<file path="config.mk">
export PLATFORM = sky130hd
export DESIGN_NAME = lbp_block_protect
export DESIGN_NICKNAME = d
export VERILOG_FILES = /design/src/hw/lbp_pkg.sv /design/src/hw/lbp_block_protect.sv /design/src/hw/lbp_lock_reg.sv
export VERILOG_INCLUDE_DIRS = /design/src /design/src/hw
export SDC_FILE = /design/constraint.sdc
export NUM_CORES = 1
export LEC_CHECK = 0
export BUFFER_PORTS_ARGS = -buffer_cell sky130_fd_sc_hd__clkbuf_2
export CORE_MARGIN = 8
export CORE_UTILIZATION = 43
export DETAILED_ROUTE_END_ITERATION = 10
export PLACE_DENSITY = 0.79
export SLEW_MARGIN = 20
export SYNTH_ARGS = -nofsm -noshare
export SYNTH_HDL_FRONTEND = slang
export SYNTH_SLANG_ARGS = --single-unit
export TNS_END_PERCENT = 30
</file>
<file path="constraint.sdc">
create_clock -name i_sys_clk -period 2.1 [get_ports i_sys_clk]
set_input_delay 0.315 -clock i_sys_clk [delete_from_list [all_inputs] [get_ports i_sys_clk]]
set_output_delay 0.315 -clock i_sys_clk [all_outputs]
set_load 0.1 [all_outputs]
</file>
<file path="src/hw/lbp_defs.svh">
`ifndef LBP_DEFS_SVH
`define LBP_DEFS_SVH

// ------------------------------------------------------------
// register addresses (boot memory map, identity inputs low)
// ------------------------------------------------------------
`define LBP_ADDR_BLK0_LOCK  32'hFF7C0002
`define LBP_ADDR_BLK1_LOCK  32'hFF7D0002
`define LBP_ADDR_BLK2_LOCK  32'hFF7E0002
`define LBP_ADDR_BLK3_LOCK  32'hFF7F0002
`define LBP_ADDR_BLK4_LOCK  32'hFF7F8002
`define LBP_ADDR_BLK5_LOCK  32'hFF7FA002
`define LBP_ADDR_BLK6_LOCK  32'hFF7FC002
`define LBP_ADDR_INPUTS     32'hFF7C0100

// ------------------------------------------------------------
// field positions and reset values
// ------------------------------------------------------------
`define LBP_BIT_MODIFY_LOCK 0
`define LBP_BIT_FREEZE      1
`define LBP_BIT_READ_LOCK   2
`define LBP_LOCK_RESET      8'h01
`define LBP_STAT_PROT_BIT   1
`define LBP_BOOT_BLOCK      6
`define LBP_NUM_BLOCKS      7
`define LBP_NUM_INPUTS      5

`endif

</file>
<file path="src/hw/lbp_pkg.sv">
package lbp_pkg;
    // ------------------------------------------------------------
    // types
    // ------------------------------------------------------------
    typedef enum logic [1:0] {
        LBP_OP_PROGRAM = 2'h1,
        LBP_OP_ERASE   = 2'h2
    } lbp_op_t;
    typedef logic [2:0] lbp_lock_t;
endpackage
</file>
<file path="src/hw/lbp_block_protect.sv">
`include "lbp_defs.svh"

module lbp_block_protect #(
    parameter int NUM_BLOCKS = `LBP_NUM_BLOCKS,
    parameter int NUM_INPUTS = `LBP_NUM_INPUTS
) (
    input  wire logic                  i_sys_clk,
    input  wire logic                  i_rst_n,
    input  wire logic                  i_host_mode,
    input  wire logic                  i_reg_wr,
    input  wire logic                  i_reg_rd,
    input  wire logic [31:0]           i_reg_addr,
    input  wire logic [7:0]            i_reg_wdata,
    input  wire logic                  i_op_req,
    input  wire lbp_pkg::lbp_op_t      i_op_kind,
    input  wire logic [2:0]            i_op_block,
    input  wire logic                  i_clear_status,
    input  wire logic                  i_arr_rd,
    input  wire logic [2:0]            i_arr_block,
    input  wire logic [7:0]            i_arr_data,
    input  wire logic                  i_boot_block_lock_pin_n,
    input  wire logic                  i_main_protect_pin_n,
    input  wire logic [NUM_INPUTS-1:0] i_general_input_pins,
    output logic [7:0]                 o_reg_rdata,
    output logic                       o_reg_rvalid,
    output logic                       o_op_go,
    output logic                       o_op_reject,
    output logic                       o_prot_status,
    output logic [7:0]                 o_arr_rdata,
    output logic                       o_arr_rvalid
);
    // ------------------------------------------------------------
    // pin synchronisers
    // ------------------------------------------------------------
    logic [NUM_INPUTS-1:0] gpi_m;
    logic [NUM_INPUTS-1:0] gpi_s;
    logic [1:0]            pin_m;
    logic [1:0]            pin_s;

    // first stage read only by the second
    always_ff @(posedge i_sys_clk) begin
        if (!i_rst_n) begin
            gpi_m <= '0;
            gpi_s <= '0;
            pin_m <= 2'h3;
            pin_s <= 2'h3;
        end else begin
            gpi_m <= i_general_input_pins;
            gpi_s <= gpi_m;
            pin_m <= {i_main_protect_pin_n, i_boot_block_lock_pin_n};
            pin_s <= pin_m;
        end
    end

    // ------------------------------------------------------------
    // address decode
    // ------------------------------------------------------------
    logic [31:0]       blk_addr [NUM_BLOCKS];
    logic [NUM_BLOCKS-1:0] blk_hit;
    logic              gpi_hit;

    assign blk_addr[0] = `LBP_ADDR_BLK0_LOCK;
    assign blk_addr[1] = `LBP_ADDR_BLK1_LOCK;
    assign blk_addr[2] = `LBP_ADDR_BLK2_LOCK;
    assign blk_addr[3] = `LBP_ADDR_BLK3_LOCK;
    assign blk_addr[4] = `LBP_ADDR_BLK4_LOCK;
    assign blk_addr[5] = `LBP_ADDR_BLK5_LOCK;
    assign blk_addr[6] = `LBP_ADDR_BLK6_LOCK;
    assign gpi_hit     = i_host_mode && (i_reg_addr == `LBP_ADDR_INPUTS);

    // ------------------------------------------------------------
    // lock registers
    // ------------------------------------------------------------
    lbp_pkg::lbp_lock_t lock [NUM_BLOCKS];

    // one register per block; the input register has no write path
    for (genvar b = 0; b < NUM_BLOCKS; b++) begin : g_blk
        assign blk_hit[b] = i_host_mode && (i_reg_addr == blk_addr[b]);
        lbp_lock_reg u_lock (
            .i_sys_clk (i_sys_clk),
            .i_rst_n   (i_rst_n),
            .i_wr      (i_reg_wr && blk_hit[b]),
            .i_wdata   (i_reg_wdata),
            .o_lock    (lock[b])
        );
    end

    // ------------------------------------------------------------
    // register read port
    // ------------------------------------------------------------
    logic [7:0] next_rdata;

    // unmapped or other-interface reads return zero
    always_comb begin
        next_rdata = 8'h00;
        for (int b = 0; b < NUM_BLOCKS; b++) begin
            if (blk_hit[b]) begin
                next_rdata = {5'h00, lock[b]};
            end
        end
        if (gpi_hit) begin
            next_rdata = {{(8-NUM_INPUTS){1'b0}}, gpi_s};
        end
    end

    // read answers one cycle after the strobe
    always_ff @(posedge i_sys_clk) begin
        if (!i_rst_n) begin
            o_reg_rdata  <= 8'h00;
            o_reg_rvalid <= 1'b0;
        end else begin
            o_reg_rdata  <= i_reg_rd ? next_rdata : 8'h00;
            o_reg_rvalid <= i_reg_rd;
        end
    end

    // ------------------------------------------------------------
    // write protection of program and erase
    // ------------------------------------------------------------
    logic op_blk_ok;
    logic op_prot;

    assign op_blk_ok = (32'(i_op_block) < NUM_BLOCKS);
    // pins only bite in host mode; out-of-range block counts as protected
    always_comb begin
        op_prot = 1'b1;
        if (op_blk_ok) begin
            op_prot = lock[i_op_block][`LBP_BIT_MODIFY_LOCK];
            if (i_host_mode && 32'(i_op_block) == `LBP_BOOT_BLOCK &&
                !pin_s[0]) begin
                op_prot = 1'b1;
            end
            if (i_host_mode && 32'(i_op_block) < `LBP_BOOT_BLOCK &&
                !pin_s[1]) begin
                op_prot = 1'b1;
            end
        end
    end

    // go or reject answered one cycle after the request
    always_ff @(posedge i_sys_clk) begin
        if (!i_rst_n) begin
            o_op_go     <= 1'b0;
            o_op_reject <= 1'b0;
        end else begin
            o_op_go     <= i_op_req && !op_prot;
            o_op_reject <= i_op_req && op_prot;
        end
    end

    // sticky error; a new rejection beats a simultaneous clear
    always_ff @(posedge i_sys_clk) begin
        if (!i_rst_n) begin
            o_prot_status <= 1'b0;
        end else if (i_op_req && op_prot) begin
            o_prot_status <= 1'b1;
        end else if (i_clear_status) begin
            o_prot_status <= 1'b0;
        end
    end

    // ------------------------------------------------------------
    // array read masking
    // ------------------------------------------------------------
    logic rd_locked;

    assign rd_locked = (32'(i_arr_block) < NUM_BLOCKS) &&
                       lock[i_arr_block][`LBP_BIT_READ_LOCK];

    always_ff @(posedge i_sys_clk) begin
        if (!i_rst_n) begin
            o_arr_rdata  <= 8'h00;
            o_arr_rvalid <= 1'b0;
        end else begin
            o_arr_rdata  <= (i_arr_rd && !rd_locked) ? i_arr_data : 8'h00;
            o_arr_rvalid <= i_arr_rd;
        end
    end

    // ------------------------------------------------------------
    // assertions
    // ------------------------------------------------------------
    AST_RESET_LOCK: assert property (@(posedge i_sys_clk)
        $fell(i_rst_n) |=> (lock[0] == 3'h1 && lock[6] == 3'h1))
        else $error("lock not 01h after reset");

    AST_FREEZE_HOLD: assert property (@(posedge i_sys_clk) disable iff (!i_rst_n)
        lock[5][`LBP_BIT_FREEZE] |=> $stable(lock[5]))
        else $error("frozen lock register changed");

    AST_MODIFY_REJECT: assert property (@(posedge i_sys_clk) disable iff (!i_rst_n)
        (i_op_req && i_op_block == 3'h2 && lock[2][0]) |=> (o_op_reject && !o_op_go))
        else $error("locked block not rejected");

    AST_UNLOCKED_GO: assert property (@(posedge i_sys_clk) disable iff (!i_rst_n)
        (i_op_req && i_op_block == 3'h2 && !lock[2][0] && pin_s[1]) |=> o_op_go)
        else $error("unlocked block not executed");

    AST_BOOT_PIN: assert property (@(posedge i_sys_clk) disable iff (!i_rst_n)
        (i_op_req && i_host_mode && i_op_block == 3'h6 && !pin_s[0]) |=> o_op_reject)
        else $error("boot block pin ignored");

    AST_MAIN_PIN: assert property (@(posedge i_sys_clk) disable iff (!i_rst_n)
        (i_op_req && i_host_mode && i_op_block < 3'h6 && !pin_s[1]) |=> o_op_reject)
        else $error("main protect pin ignored");

    AST_READ_LOCK: assert property (@(posedge i_sys_clk) disable iff (!i_rst_n)
        (i_arr_rd && i_arr_block == 3'h4 && lock[4][2]) |=> (o_arr_rdata == 8'h00))
        else $error("read-locked block returned data");

    AST_STATUS_STICKY: assert property (@(posedge i_sys_clk) disable iff (!i_rst_n)
        (o_prot_status && !i_clear_status) |=> o_prot_status)
        else $error("protection status dropped");

    AST_GPI_READ: assert property (@(posedge i_sys_clk) disable iff (!i_rst_n)
        (i_reg_rd && gpi_hit) |=> (o_reg_rdata == {3'h0, $past(gpi_s)}))
        else $error("input register read wrong");

    AST_OFF_MODE: assert property (@(posedge i_sys_clk) disable iff (!i_rst_n)
        (i_reg_rd && !i_host_mode) |=> (o_reg_rdata == 8'h00))
        else $error("register visible outside host mode");

    // handshake shape: every strobe answered once, nothing without a strobe
    AST_RD_ANSWER: assert property (@(posedge i_sys_clk) disable iff (!i_rst_n)
        i_reg_rd |=> o_reg_rvalid)
        else $error("register read not answered");

    AST_RD_IDLE: assert property (@(posedge i_sys_clk) disable iff (!i_rst_n)
        !i_reg_rd |=> (!o_reg_rvalid && o_reg_rdata == 8'h00))
        else $error("register read data outside a read");

    AST_RSVD_ZERO: assert property (@(posedge i_sys_clk) disable iff (!i_rst_n)
        o_reg_rvalid |-> (o_reg_rdata[7:5] == 3'h0))
        else $error("reserved register bits not zero");

    AST_LOCK_READBACK: assert property (@(posedge i_sys_clk) disable iff (!i_rst_n)
        (i_reg_rd && blk_hit[5]) |=> (o_reg_rdata == {5'h00, $past(lock[5])}))
        else $error("lock register read back wrong");

    AST_LOCK_WRITE: assert property (@(posedge i_sys_clk) disable iff (!i_rst_n)
        (i_reg_wr && blk_hit[2] && !lock[2][`LBP_BIT_FREEZE]) |=>
            (lock[2] == $past(i_reg_wdata[2:0])))
        else $error("unfrozen lock register not written");

    AST_OP_ANSWER: assert property (@(posedge i_sys_clk) disable iff (!i_rst_n)
        i_op_req |=> (o_op_go != o_op_reject))
        else $error("request not answered exactly once");

    AST_OP_IDLE: assert property (@(posedge i_sys_clk) disable iff (!i_rst_n)
        !i_op_req |=> (!o_op_go && !o_op_reject))
        else $error("go or reject without request");

    AST_STATUS_SET: assert property (@(posedge i_sys_clk) disable iff (!i_rst_n)
        (i_op_req && op_prot) |=> o_prot_status)
        else $error("rejection did not set status");

    AST_STATUS_CLEAR: assert property (@(posedge i_sys_clk) disable iff (!i_rst_n)
        (i_clear_status && !(i_op_req && op_prot)) |=> !o_prot_status)
        else $error("clear-status ignored");

    AST_ARR_PASS: assert property (@(posedge i_sys_clk) disable iff (!i_rst_n)
        (i_arr_rd && i_arr_block == 3'h3 && !lock[3][`LBP_BIT_READ_LOCK]) |=>
            (o_arr_rdata == $past(i_arr_data)))
        else $error("unlocked block read masked");

    AST_ARR_ANSWER: assert property (@(posedge i_sys_clk) disable iff (!i_rst_n)
        i_arr_rd |=> o_arr_rvalid)
        else $error("array read not answered");

    AST_ARR_IDLE: assert property (@(posedge i_sys_clk) disable iff (!i_rst_n)
        !i_arr_rd |=> (!o_arr_rvalid && o_arr_rdata == 8'h00))
        else $error("array data outside a read");

    AST_GPI_NO_WRITE: assert property (@(posedge i_sys_clk) disable iff (!i_rst_n)
        (i_reg_wr && gpi_hit) |=> ($stable(lock[0]) && $stable(lock[1])))
        else $error("input register write changed a lock");

    AST_OFF_MODE_WR: assert property (@(posedge i_sys_clk) disable iff (!i_rst_n)
        (i_reg_wr && !i_host_mode) |=> $stable(lock[1]))
        else $error("lock written outside host mode");

    AST_RESET_READ_OPEN: assert property (@(posedge i_sys_clk)
        $fell(i_rst_n) |=> (lock[4] == 3'h1 && lock[5] == 3'h1))
        else $error("read lock or freeze survived reset");

    // every block, not only the one the bench freezes
    for (genvar f = 0; f < NUM_BLOCKS; f++) begin : g_frz_chk
        AST_FREEZE_ALL: assert property (@(posedge i_sys_clk) disable iff (!i_rst_n)
            lock[f][`LBP_BIT_FREEZE] |=> $stable(lock[f]))
            else $error("frozen lock register changed");
    end
endmodule

</file>
<file path="src/hw/lbp_lock_reg.sv">
`include "lbp_defs.svh"

// one block's lock register: modify lock, freeze, read lock
module lbp_lock_reg (
    input  wire logic             i_sys_clk,
    input  wire logic             i_rst_n,
    input  wire logic             i_wr,
    input  wire logic [7:0]       i_wdata,
    output lbp_pkg::lbp_lock_t    o_lock
);
    // ------------------------------------------------------------
    // storage
    // ------------------------------------------------------------
    // freeze only falls at reset, so software cannot unlock once frozen
    always_ff @(posedge i_sys_clk) begin
        if (!i_rst_n) begin
            o_lock <= lbp_pkg::lbp_lock_t'(`LBP_LOCK_RESET);
        end else if (i_wr && !o_lock[`LBP_BIT_FREEZE]) begin
            o_lock <= i_wdata[2:0];
        end
    end
endmodule

</file>
Word level (Yosys, flattened, before mapping)
Index checks and enable logic that the tools add are counted.

word-level totals
  register bits = 56
  input port bits = 71
  output and inout bits = 21
  word-level logic and storage cells = 101

cells by class
  $lt $le $gt $ge = 5
  eq/ne operators = 9
  multiplexer cells = 19
  bitwise operators = 4
  reduce and logical (&&, ||, !) cells = 45

operators by type and width
  operator                                           number
  equality test 32 bit, second input constant        8
  2-to-1 mux 5 bit                                   7
  logical AND 1 bit                                  30
  binary-select mux 3 bit (select 3 bit)             2
  logical NOT 1 bit                                  11
  less-than comparator 3 bit, second input constant  3
  2-to-1 mux 3 bit                                   3
  OR reduction 9 bit                                 1
  >= comparator 4 bit, second input constant         2
  NOT 3 -> 4 bit                                     2
  2-to-1 mux 1 bit                                   7
  AND reduction 2 bit                                2
  equality test 3 bit, second input constant         1
  NOT 1 bit                                          2
  nonzero test 2 bit                                 1

Logic depth before layout (Yosys ltp)
Gate-level depths: netlist (run 1).

  depth after elaboration = 10
  mapped depth = 6
  mapped depth without buffers = 5

Hierarchy
A second synthesis (run 1) with hierarchy kept.

second synthesis, totals
  cell total of the unflattened synthesis = 231
  area total of the unflattened synthesis = 2,322.2 µm²

modules (own cells, without submodules)
  module             times used  cells an instance  area each (µm²)  sequential area each (µm²)
  lbp_block_protect  1           147                1,472.7          640.6
  lbp_lock_reg       7           12                 121.4            60.1

Worst setup path before layout (run 1)
No wires, ideal clock.

  path type = input-to-reg
  start point = in i_reg_addr[5]
  end point = reg g_blk[4].u_lock.o_lock[2]
  library setup time = 72 ps
  arrival = 2,062 ps
  data required time = 2,028 ps
  slack = -34 ps
  stages = 6
  buffers on the path = 1
  cell sequence = or4_4 or3_1 buf_2 nor4_4 and4b_2 mux2i_1

between the ends
  word-level cells in the longest chain between the ends = 4

ends and longest elaborated chain
  item                  RTL line                 source
  from (decl)           lbp_block_protect.sv:12  input wire logic [31:0] i_reg_addr,
  equality test 32 bit  lbp_block_protect.sv:78  assign blk_hit[b] = i_host_mode && (i_reg_addr == blk_addr[b]);
  logical AND 1 bit     lbp_block_protect.sv:78
  logical AND 1 bit     lbp_block_protect.sv:82  .i_wr (i_reg_wr && blk_hit[b]),
  logical AND 1 bit     lbp_lock_reg.sv:18       end else if (i_wr && !o_lock[`LBP_BIT_FREEZE]) begin
  to (signal assigned)  lbp_lock_reg.sv:17       o_lock <= lbp_pkg::lbp_lock_t'(`LBP_LOCK_RESET);
  to (signal assigned)  lbp_lock_reg.sv:19       o_lock <= i_wdata[2:0];
  to (decl)             lbp_lock_reg.sv:9        output lbp_pkg::lbp_lock_t o_lock

Every way passes these cells.
A chain may end at the register's enable or synchronous reset.

Worst setup path in the final report (run 1)
  start point = in i_reg_addr[30]
  end point = reg g_blk[4].u_lock.o_lock[2]

The elaborated chain is that of the path after synthesis.

==> key figures, run 1 <==
Routing
  – Total number of vias: 2107
  – Number of remaining DRC errors: 0
  – 1st-pass router iterations: 4
  – Final routed wire length divided by cell count: 14.6 um
  – Initial detailed-routing violation count: 115
  – Number of antenna-violating nets in the routed design: 0
  – Vias per cell: 5.15
  – Detailed Route WL: 5.97 mm

Worst hold path
  – Worst hold path class: in -> reg

Finish
  – Antenna Diode Count: 0
  – Final cell utilization of the core: 0.568
  – Area added between synthesis and finish: 30.3%
  – Proportion of layout cells with a drive suffix above 1: 0.359
  – Number of nets in the final layout: 407

Die
  – IO Count: 92
  – Die extent in y: 89.8 um
  – Std-Cell Core Area: 5370 sq um
  – Die outline width: 89.8 um
  – Effective utilization at floorplan: 0.436
  – Die Footprint: 8060 sq um
  – Row count: 27

Yosys
  – Proportion of netlist area held by the largest area contributor: 0.453
  – Yosys warnings: 0
  – Cell type with the highest aggregate area in the netlist: sky130_fd_sc_hd__dfxtp_1
  – Top cells by count, synth: sky130_fd_sc_hd__dfxtp_1, sky130_fd_sc_hd__nand2_1, sky130_fd_sc_hd__mux2i_1
  – Fraction of the yosys area taken by sequential cells: 0.453
  – Asr flop ratio synth: 0
  – Main flop type after synthesis: sky130_fd_sc_hd__dfxtp_1
  – Cell types occupying the most area after synthesis: sky130_fd_sc_hd__dfxtp_1, sky130_fd_sc_hd__mux2i_1, sky130_fd_sc_hd__mux4_2, sky130_fd_sc_hd__and2_1, sky130_fd_sc_hd__nand2_1
  – Syn Inst Count: 239
  – Distinct cell type count after synthesis: 44
  – Count leader, synth: sky130_fd_sc_hd__dfxtp_1
  – EDFF count, synth: 0
  – Avg Inst Size Synth: 9.79 sq um
  – Netlist area before placement: 2340 sq um
  – Register bit total from synthesis: between 50 and 60

Setup path
  – Launching element type of the critical path: primary input
  – Required time worst endpoint: 2.33 ns
  – Critical path peak fanout: 3
  – Arrival time of data at the critical path endpoint: 2.09 ns
  – Critical Path End Type: flop
  – Startpoint-to-endpoint class of the critical path: in -> reg

Clocking
  – CTS Sinks: 53
  – Clock tree root driver cell: sky130_fd_sc_hd__clkbuf_8
  – Post-CTS repair timing setup buffer count: 0
  – Longest Clk Path Bufs: 2
  – CTS tree: built
  – Hold-fix buffer count after cts: 0
  – H-tree levels: 2
  – Number of gates given a new drive strength after cts: 0
  – Post-CTS clock slew at the launch and capture registers of the worst setup and hold paths: about 0.09 ns
  – Cts bufs inserted: 5
  – Source-to-sink clock delay at the later pin of the worst-skew pair: 0.30 ns

Placed design
  – Weighted congestion at the end of routability-driven global placement: around 0.92
  – Pre-CTS worst setup slack: -0.0594 ns
  – HPWL after DPL: 4.84 mm
  – Number of I/O port buffers: 81

Power
  – Power share of the clock group: 0.351
  – Total Power: 2.05 mW
  – Worst-case vdd ir drop: 456 uV
  – Power Dens Cells: approximately 670 nW/um^2
  – Internal power component: 1.52 mW
  – Combinational group share of total power: 0.145
  – Fraction of power consumed by sequential logic: 0.505
  – Leakage: between 1 and 1.5 nW
  – Sw Share: 0.259
  – Switching power of the nets: approximately 530 uW

Global routing
  – Largest net degree at the start of global routing: 42
  – Number of global-route vias before repair: around 2200
  – Remaining global-route overflow: 0
  – Global-route total usage across every layer: 0.152
  – Number of antenna violations at the first check in global routing: 0
  – Wire length of the first global-routing pass: 10.3 mm

Timing
  – Number of endpoints failing setup at the final stage: 0
  – Post-route clock period utilization: 0.886
  – Accumulated negative setup slack: 0 ns
  – Crit path time final: approximately 1.9 ns
  – Final Hold Fails: 0
  – Unrepaired setup endpoints after global routing: no
  – Slew at the pin closest to its max-slew limit: 0.550 ns
  – Largest clock skew in the final design: 0.00985 ns
  – Relative slew margins: 0.635
  – Setup slack of the critical path after layout: 0.239 ns
  – Achievable clock frequency: 0.537 GHz
  – Max-slew violation total from the final report: 0

Status
  – Result of the run: finished, final reports clean

Run
  – Max-cap violations: 0
==> worst paths after layout <==
| check | from | to | slack [ns] | cells after the start |
|---|---|---|---|---|
| max | i_reg_addr[30] | g_blk[4].u_lock.o_lock[2] | 0.24 | 6 |
| min | i_main_protect_pin_n | pin_m[1] | 0.19 | 2 |
| max reg2reg | g_blk[3].u_lock.o_lock[0] | o_prot_status | 0.67 | 4 |
| min reg2reg | pin_m[1] | pin_s[1] | 0.42 | 1 |
==> registers in the layout, indices dropped and copies added (netlist names) <==
signal and flops:
pin_s 2, o_arr_rdata 8, o_reg_rdata 5, gpi_s 5, o_op_go 1, pin_m 2, o_reg_rvalid 1, o_op_reject 1
gpi_m 5, g_blk.u_lock.o_lock 21, o_arr_rvalid 1, o_prot_status 1
==> critical path: stages <==
cell and delay (ns):
sky130_fd_sc_hd__clkbuf_2 0.10, sky130_fd_sc_hd__nand4_1 0.08, sky130_fd_sc_hd__or4b_2 0.71, sky130_fd_sc_hd__nor4_4 0.37
sky130_fd_sc_hd__and4b_2 0.33, sky130_fd_sc_hd__mux2i_1 0.18
==> cells in the final DEF (no fill, tap or decap), drive strengths merged, types with 2 or more instances in the layout <==
cell and count:
nor2 10, or3 4, inv 8, o22ai 2, and4b 3, dfxtp 53
conb 3, nand2b 7, mux4 5, nor3b 5, nor4 9, o21a 7
nor4bb 3, buf 19, and2 13, clkbuf 87, nand2 20, or4 2
nand3 6, and3 11, mux2i 16, nor3 6, a31oi 2, nor2b 11
a21oi 2, nand4 8
==> logic make-up after synthesis <==
logic type,synth area share
and+or+nand+nor,0.318
AOI/OAI and AO/OA,0.0732
other,0.00160
buffers and inverters,0.0374
muxes,0.117
DFF,0.453
==> layout make-up <==
class | instances | area (sq um)
Clock buffer | 6 | 82.6
Clock inverter | 2 | 37.5
Fill cell | 488 | 2320
Inverter | 8 | 30.0
Multi-Input combinational cell | 168 | 1200
Sequential cell | 53 | 1060
Tap cell | 72 | 90.1
Timing Repair Buffer | 100 | 548
==> power groups by stage <==
stage | Sequential (mW) | Clock [mW] | Combinational [mW]
5_1_grt | 1.04 | 0.780 | 0.318
3_3_place_gp | 1.06 | 0 | 0.291
3_5_place_dp | 1.06 | 0 | 0.295
6_report | 1.03 | 0.717 | 0.296
2_1_floorplan | 1.14 | 0 | 0.104
4_1_cts | 1.03 | 0.728 | 0.296
==> metrics by stage <==
| step | cell area [sq um] | hold WS [ns] | std cells |
|---|---|---|---|
| 2_1_floorplan | 2350 | 0.386 | 241 |
| 3_3_place_gp | 2930 | 0.389 | 401 |
| 3_5_place_dp | 2930 | 0.400 | 401 |
| 4_1_cts | 3050 | 0.183 | 409 |
| 5_1_grt | 3050 | 0.180 | 409 |
| 6_report | 3050 | 0.189 | 409 |
==> layer usage <==
| layer | vias up | global-route usage | share of wire |
|---|---|---|---|
| li1 | 1048 | - | - |
| met1 | 969 | 0.174 | 0.43 |
| met2 | 84 | 0.251 | 0.46 |
| met3 | 6 | 0.0690 | 0.11 |
| met4 | 0 | 0.0353 | 0.0049 |
| met5 | - | 0 | 0 |
No activity file was read; power rests on OpenSTA's default activity.
==> run 2, diff against run 1 <==
==> constraint.sdc (replaced) <==
create_clock -name i_sys_clk -period 2.1 [get_ports i_sys_clk]
set_input_delay 0 -clock i_sys_clk [delete_from_list [all_inputs] [get_ports i_sys_clk]]
set_output_delay 0 -clock i_sys_clk [all_outputs]
set_load 0.1 [all_outputs]
==> key figures, run 2 (synthesis gave the netlist of run 1 again) <==
Status
  – Result of the run: finished, final reports clean

Finish
  – Top flop regs: g_blk.u_lock.o_lock: 21 flops, o_arr_rdata: 8 flops
  – Leading cell types in the layout, fill and taps excluded: sky130_fd_sc_hd__clkbuf_2, sky130_fd_sc_hd__dfxtp_1, sky130_fd_sc_hd__nand2_1, sky130_fd_sc_hd__dlygate4sd3_1, sky130_fd_sc_hd__mux2i_1
  – Area added between synthesis and finish: 32.0%
  – Antenna Diode Count: 0 (unchanged)
  – Flip-flop count of the largest register, all copies and words added: 21 (unchanged)
  – Largest Register: g_blk.u_lock.o_lock
  – Commonest non-fill, non-tap cell in the layout: sky130_fd_sc_hd__clkbuf_2
  – Final instance area: 3090 sq um (+1.3%)
  – Proportion of layout cells with a drive suffix above 1: 0.315 (-0.0443)
  – Final cell utilization of the core: 0.575 (+0.00745)
  – Final cell count without fillers: 412 (+0.73%)
  – Number of nets in the final layout: 410 (+0.74%)
  – Filler cells: 466 (-4.5%)

Global routing
  – Number of antenna violations at the first check in global routing: 0 (unchanged)
  – Global-route total usage across every layer: 0.149 (-0.00271)
  – Remaining global-route overflow: 0 (unchanged)
  – Number of global-route vias before repair: 2134 (-2.4%)
  – Largest net degree at the start of global routing: 42 (unchanged)
  – Wire length of the first global-routing pass: 10.2 mm (-1.6%)

Worst hold path
  – Worst hold start: i_reg_rd
  – Worst hold path class: in -> reg

Clocking
  – Clock tree root driver cell: sky130_fd_sc_hd__clkbuf_8
  – Number of gates given a new drive strength after cts: 0 (unchanged)
  – Post-CTS repair timing setup buffer count: 0 (unchanged)
  – CTS Sinks: 53 (unchanged)
  – Post-CTS clock slew at the launch and capture registers of the worst setup and hold paths: 0.10 ns (about the same)
  – Longest Clk Path Bufs: 2 (unchanged)
  – H-tree levels: 2 (unchanged)
  – CTS tree: built
  – Source-to-sink clock delay at the later pin of the worst-skew pair: 0.31 ns (about the same)
  – Cts bufs inserted: 5 (unchanged)
  – Hold-fix buffer count after cts: 17 (+17)

Timing
  – Unrepaired setup endpoints after global routing: no
  – Slew at the pin closest to its max-slew limit: 0.632 ns (+0.0818 ns)
  – Max-slew violation total from the final report: 0 (unchanged)
  – Crit path time final: 1.97 ns (+0.110 ns)
  – Post-route clock period utilization: 0.938 (+0.0523)
  – Setup slack of the critical path after layout: 0.129 ns (-0.110 ns)
  – Largest clock skew in the final design: 0.00713 ns (-0.00271 ns)
  – Accumulated negative setup slack: 0 ns (unchanged)
  – Number of endpoints failing setup at the final stage: 0 (unchanged)
  – Final Hold Fails: 0 (unchanged)
  – Achievable clock frequency: 0.507 GHz (-5.6%)
  – Relative slew margins: 0.574 (-0.0606)
  – Hold Slack: 0.00866 ns (-0.180 ns)

Power
  – Leakage: 1.43 nW (-0.25%)
  – Total Power: 1.93 mW (-5.6%)
  – Worst-case vdd ir drop: 524 uV (+15%)
  – Power Dens Cells: 625 nW/um^2 (-6.8%)

Setup path
  – Launching element type of the critical path: flop
  – Arrival time of data at the critical path endpoint: 2.17 ns (+0.08 ns)
  – Startpoint of the worst-slack reg-to-reg timing path: g_blk[3].u_lock.o_lock[0]
  – Crit path launch: g_blk[3].u_lock.o_lock[0]
  – Critical Path End Type: flop
  – Critical path peak fanout: 3 (unchanged)
  – Startpoint-to-endpoint class of the critical path: reg -> reg
  – Required time worst endpoint: 2.30 ns (-0.03 ns)

Run
  – Max-cap violations: 0 (unchanged)

Die
  – Row count: 27 (unchanged)
  – Die extent in y: 89.8 um (unchanged)
  – IO Count: 92 (unchanged)
  – Effective utilization at floorplan: 0.436 (unchanged)
  – Std-Cell Core Area: 5370 sq um (unchanged)
  – Die outline width: 89.8 um (unchanged)
  – Die Footprint: 8060 sq um (unchanged)

Routing
  – Vias per cell: 5.18 (+0.54%)
  – Detailed Route WL: 6.06 mm (+1.5%)
  – Number of remaining DRC errors: 0 (unchanged)
  – Initial detailed-routing violation count: 131 (+14%)
  – 1st-pass router iterations: 4 (unchanged)
  – Number of antenna-violating nets in the routed design: 0 (unchanged)
  – Final routed wire length divided by cell count: 14.7 um (+0.77%)
  – Total number of vias: 2134 (+1.3%)

Placed design
  – HPWL after DPL: 4.63 mm (-4.4%)
  – Pre-CTS worst setup slack: 0.126 ns (+0.185 ns)
  – Standard cell area after detailed placement: 2820 sq um (-3.6%)
  – Weighted congestion at the end of routability-driven global placement: 0.878 (-4.3%)
  – Number of I/O port buffers: 81 (unchanged)
  – Placed instance count: 387 (-3.5%)
## run 2: changes by cell type in the layout (fill, tap and decap cells not counted)
cell and delta:
sky130_fd_sc_hd__dlygate4sd3_1 +17, sky130_fd_sc_hd__buf_4 -14, sky130_fd_sc_hd__clkinv_4 +2, sky130_fd_sc_hd__bufinv_16 -1, sky130_fd_sc_hd__clkbuf_8 -1, sky130_fd_sc_hd__clkinvlp_4 -1
sky130_fd_sc_hd__inv_6 +1
## run 2: worst max-delay path: stages, from the launching register on
cell	delay, ns
sky130_fd_sc_hd__dfxtp_1	0.33
sky130_fd_sc_hd__mux4_2	0.48
sky130_fd_sc_hd__a21oi_1	0.16
sky130_fd_sc_hd__a2bb2oi_1	0.11
sky130_fd_sc_hd__a31o_2	0.25
sky130_fd_sc_hd__dlygate4sd3_1	0.55
## run 2: layout make-up
type                            instances  area (sq um)  area share
Timing Repair Buffer                  103           613       0.198
Sequential cell                        53          1060       0.343
Clock inverter                          3          26.3     0.00851
Tap cell                               72          90.1      0.0292
Inverter                                8          30.0     0.00972
Clock buffer                            5          68.8      0.0223
Multi-Input combinational cell        168          1200       0.388
## run 2: power by group
| group | internal [mW] | switching (mW) | total (mW) |
|---|---|---|---|
| sequential | 1.03 | 0.00516 | 1.03 |
| clock | 0.243 | 0.348 | 0.591 |
| combinational | 0.110 | 0.197 | 0.307 |
| total | 1.38 | 0.550 | 1.93 |
## run 2: path summary, 6_finish.rpt
| kind | cells past startpoint | endpoint | slack (ns) |
|---|---|---|---|
| max reg2reg | 5 | o_prot_status | 0.13 |
| max | 5 | o_prot_status | 0.13 |
| min reg2reg | 1 | pin_s[0] | 0.41 |
| min | 3 | o_reg_rvalid | 0.009 |
## run 2: layer usage
layer / global-route usage / vias up / part of all wire
li1: - / 1062 / -
met1: 0.169 / 976 / 0.41
met2: 0.247 / 90 / 0.47
met3: 0.0698 / 6 / 0.11
met4: 0.0339 / 0 / 0.0076
met5: 0 / - / 0
==> run 3, diff against run 2 <==
--- a/config.mk
+++ b/config.mk
@@ -7,7 +7,7 @@
 export NUM_CORES = 1
 export LEC_CHECK = 0
 export BUFFER_PORTS_ARGS = -buffer_cell sky130_fd_sc_hd__clkbuf_2
-export CORE_MARGIN = 8
+export CORE_MARGIN = 4
 export CORE_UTILIZATION = 43
 export DETAILED_ROUTE_END_ITERATION = 10
 export PLACE_DENSITY = 0.79
==> key figures, run 3 (synthesis gave the netlist of run 1 again) <==
Power
  – Leakage: 1.44 nW (+0.58%)
  – Power Dens Cells: 660 nW/um^2 (+5.5%)
  – Worst-case vdd ir drop: 512 uV (-2.5%)

Routing
  – 1st-pass router iterations: 4 (unchanged)
  – Total number of vias: 2127 (-0.33%)
  – Final routed wire length divided by cell count: 13.9 um (-5.5%)
  – Initial detailed-routing violation count: 204 (+56%)
  – Number of remaining DRC errors: 0 (unchanged)
  – Number of antenna-violating nets in the routed design: 0 (unchanged)
  – Detailed Route WL: 5.70 mm (-6.0%)
  – Vias per cell: 5.19 (+0.16%)

Timing
  – Number of endpoints failing setup at the final stage: 0 (unchanged)
  – Unrepaired setup endpoints after global routing: no
  – Relative slew margins: 0.545 (-0.0288)
  – Final Hold Fails: 0 (unchanged)
  – Slew at the pin closest to its max-slew limit: 0.675 ns (+0.0427 ns)
  – Hold Slack: 0.0425 ns (+0.0339 ns)
  – Largest clock skew in the final design: 0.00612 ns (-0.00101 ns)
  – Achievable clock frequency: 0.508 GHz (about the same)
  – Crit path time final: 1.97 ns (-0.000280 ns)
  – Accumulated negative setup slack: 0 ns (unchanged)
  – Max-slew violation total from the final report: 0 (unchanged)
  – Post-route clock period utilization: 0.938 (about the same)

Finish
  – Top flop regs: g_blk.u_lock.o_lock: 21 flops, o_arr_rdata: 8 flops
  – Antenna Diode Count: 0 (unchanged)
  – Area added between synthesis and finish: 33.2%
  – Filler cells: 469 (+0.64%)
  – Leading cell types in the layout, fill and taps excluded: sky130_fd_sc_hd__clkbuf_2, sky130_fd_sc_hd__dfxtp_1, sky130_fd_sc_hd__nand2_1, sky130_fd_sc_hd__dlygate4sd3_1, sky130_fd_sc_hd__mux2i_1
  – Largest Register: g_blk.u_lock.o_lock
  – Flip-flop count of the largest register, all copies and words added: 21 (unchanged)
  – Proportion of layout cells with a drive suffix above 1: 0.315 (unchanged)
  – Final cell count without fillers: 410 (-0.49%)
  – Commonest non-fill, non-tap cell in the layout: sky130_fd_sc_hd__clkbuf_2
  – Number of nets in the final layout: 410 (unchanged)
  – Final instance area: 3120 sq um (+0.93%)

Setup path
  – Maximum cell stage delay along the critical path: 0.54 ns (about the same)
  – Number of buffer and inverter instances along the worst setup path: 1 (unchanged)
  – Slowest-stage cell, CP: sky130_fd_sc_hd__dlygate4sd3_1
  – Critical path peak fanout: 3 (unchanged)
  – Launching element type of the critical path: flop
  – Required time worst endpoint: 2.30 ns (about the same)
  – Kind of cell with the highest combined delay on the critical path: buffers and inverters
  – Startpoint-to-endpoint class of the critical path: reg -> reg
  – Critical Path End Type: flop
  – Ordered cell list for the critical path: mux4_2 -> a21oi_2 -> a2bb2oi_1 -> a31o_2 -> dlygate4sd3_1
  – Arrival time of data at the critical path endpoint: 2.17 ns (about the same)

Clocking
  – Clock tree root driver cell: sky130_fd_sc_hd__clkbuf_8
  – CTS Sinks: 53 (unchanged)
  – Cts bufs inserted: 5 (unchanged)
  – H-tree levels: 2 (unchanged)
  – Longest Clk Path Bufs: 2 (unchanged)
  – CTS tree: built
  – Post-CTS clock slew at the launch and capture registers of the worst setup and hold paths: 0.10 ns (about the same)
  – Source-to-sink clock delay at the later pin of the worst-skew pair: 0.30 ns (about the same)

Global routing
  – Wire length of the first global-routing pass: 9.07 mm (-11%)
  – Met2 track utilization from global routing: 0.303 (+0.0557)
  – Global routing met3 resource utilization: 0.0713 (+0.00145)
  – Remaining global-route overflow: 0 (unchanged)
  – GR Util met1: 0.212 (+0.0434)
  – Number of antenna violations at the first check in global routing: 0 (unchanged)
  – Global-route total usage across every layer: 0.179 (+0.0302)
  – Number of global-route vias before repair: 1978 (-7.3%)
  – Largest net degree at the start of global routing: 42 (unchanged)
  – Routing layer with the top usage in global route: met2

Status
  – Result of the run: finished, final reports clean

Die
  – Effective utilization at floorplan: 0.450 (+0.0139)
  – Die extent in y: 81.8 um (-8.9%)
  – Die outline width: 81.8 um (-8.9%)
  – IO Count: 92 (unchanged)
  – Die Footprint: 6690 sq um (-17%)
  – Std-Cell Core Area: 5200 sq um (-3.1%)
  – Row count: 26 (-3.7%)

Placed design
  – Placed instance count: 384 (-0.78%)
  – Standard cell area after detailed placement: 2810 sq um (-0.35%)
  – HPWL after DPL: 4.35 mm (-6.1%)
  – Number of I/O port buffers: 81 (unchanged)
  – Weighted congestion at the end of routability-driven global placement: 0.860 (-2.0%)

Run
  – Max-cap violations: 0 (unchanged)

Worst hold path
  – Worst hold path class: in -> reg
==> run 3: per-stage QoR <==
stage          power, mW  setup WS, ns  utilization
5_1_grt             2.15        0.0183        0.599
6_report            2.06         0.130        0.599
3_3_place_gp        1.33         0.159        0.541
4_1_cts             2.08        0.0896        0.598
2_1_floorplan       1.24         0.281            -
3_5_place_dp        1.34         0.110        0.541
==> run 3: final cells by class <==
class | instances | area [sq um] | area share
Sequential cell | 53 | 1060 | 0.340
Timing Repair Buffer | 103 | 616 | 0.197
Multi-Input combinational cell | 168 | 1200 | 0.386
Clock inverter | 2 | 37.5 | 0.0120
Tap cell | 70 | 87.6 | 0.0281
Inverter | 8 | 30.0 | 0.00963
Clock buffer | 6 | 82.6 | 0.0265
==> run 3: worst paths after layout <==
check | start | to | slack, ns | cells after the start
setup / recovery | g_blk[3].u_lock.o_lock[0] | o_prot_status | 0.13 | 5
hold / removal | i_rst_n | o_reg_rvalid | 0.04 | 3
setup reg to reg | g_blk[3].u_lock.o_lock[0] | o_prot_status | 0.13 | 5
hold reg to reg | pin_m[1] | pin_s[1] | 0.42 | 1
==> run 3: repair_timing <==
| item | CTS | global route |
|---|---|---|
| buffers inserted | 0 | 0 |
| endpoints found under the hold margin | 19 | 0 |
| hold buffers | 18 | 0 |
| setup endpoints to repair | 0 | 1 |
| gates resized for setup | 0 | 1 |
==> run 3: per-layer routing <==
| metal | vias to the layer above | routed length (um) |
|---|---|---|
| li1 | 1056 | - |
| met1 | 972 | 2330 |
| met2 | 95 | 2730 |
| met3 | 4 | 614 |
| met4 | 0 | 26 |
| met5 | - | 0 |
==> run 3: report_power, final <==
part | switching (mW) | internal (mW) | total, mW
registers | 0.00508 | 1.03 | 1.03
logic | 0.197 | 0.111 | 0.307
clock network | 0.329 | 0.388 | 0.716
total | 0.531 | 1.53 | 2.06
==> run 3: worst register-to-register path: cells and delay by family (launching register included) <==
family	cells	cell delay [ns]
multiplexers	1	0.49
AO/OA/AOI/OAI	3	0.51
buffers and inverters	1	0.54
flip-flops	1	0.33
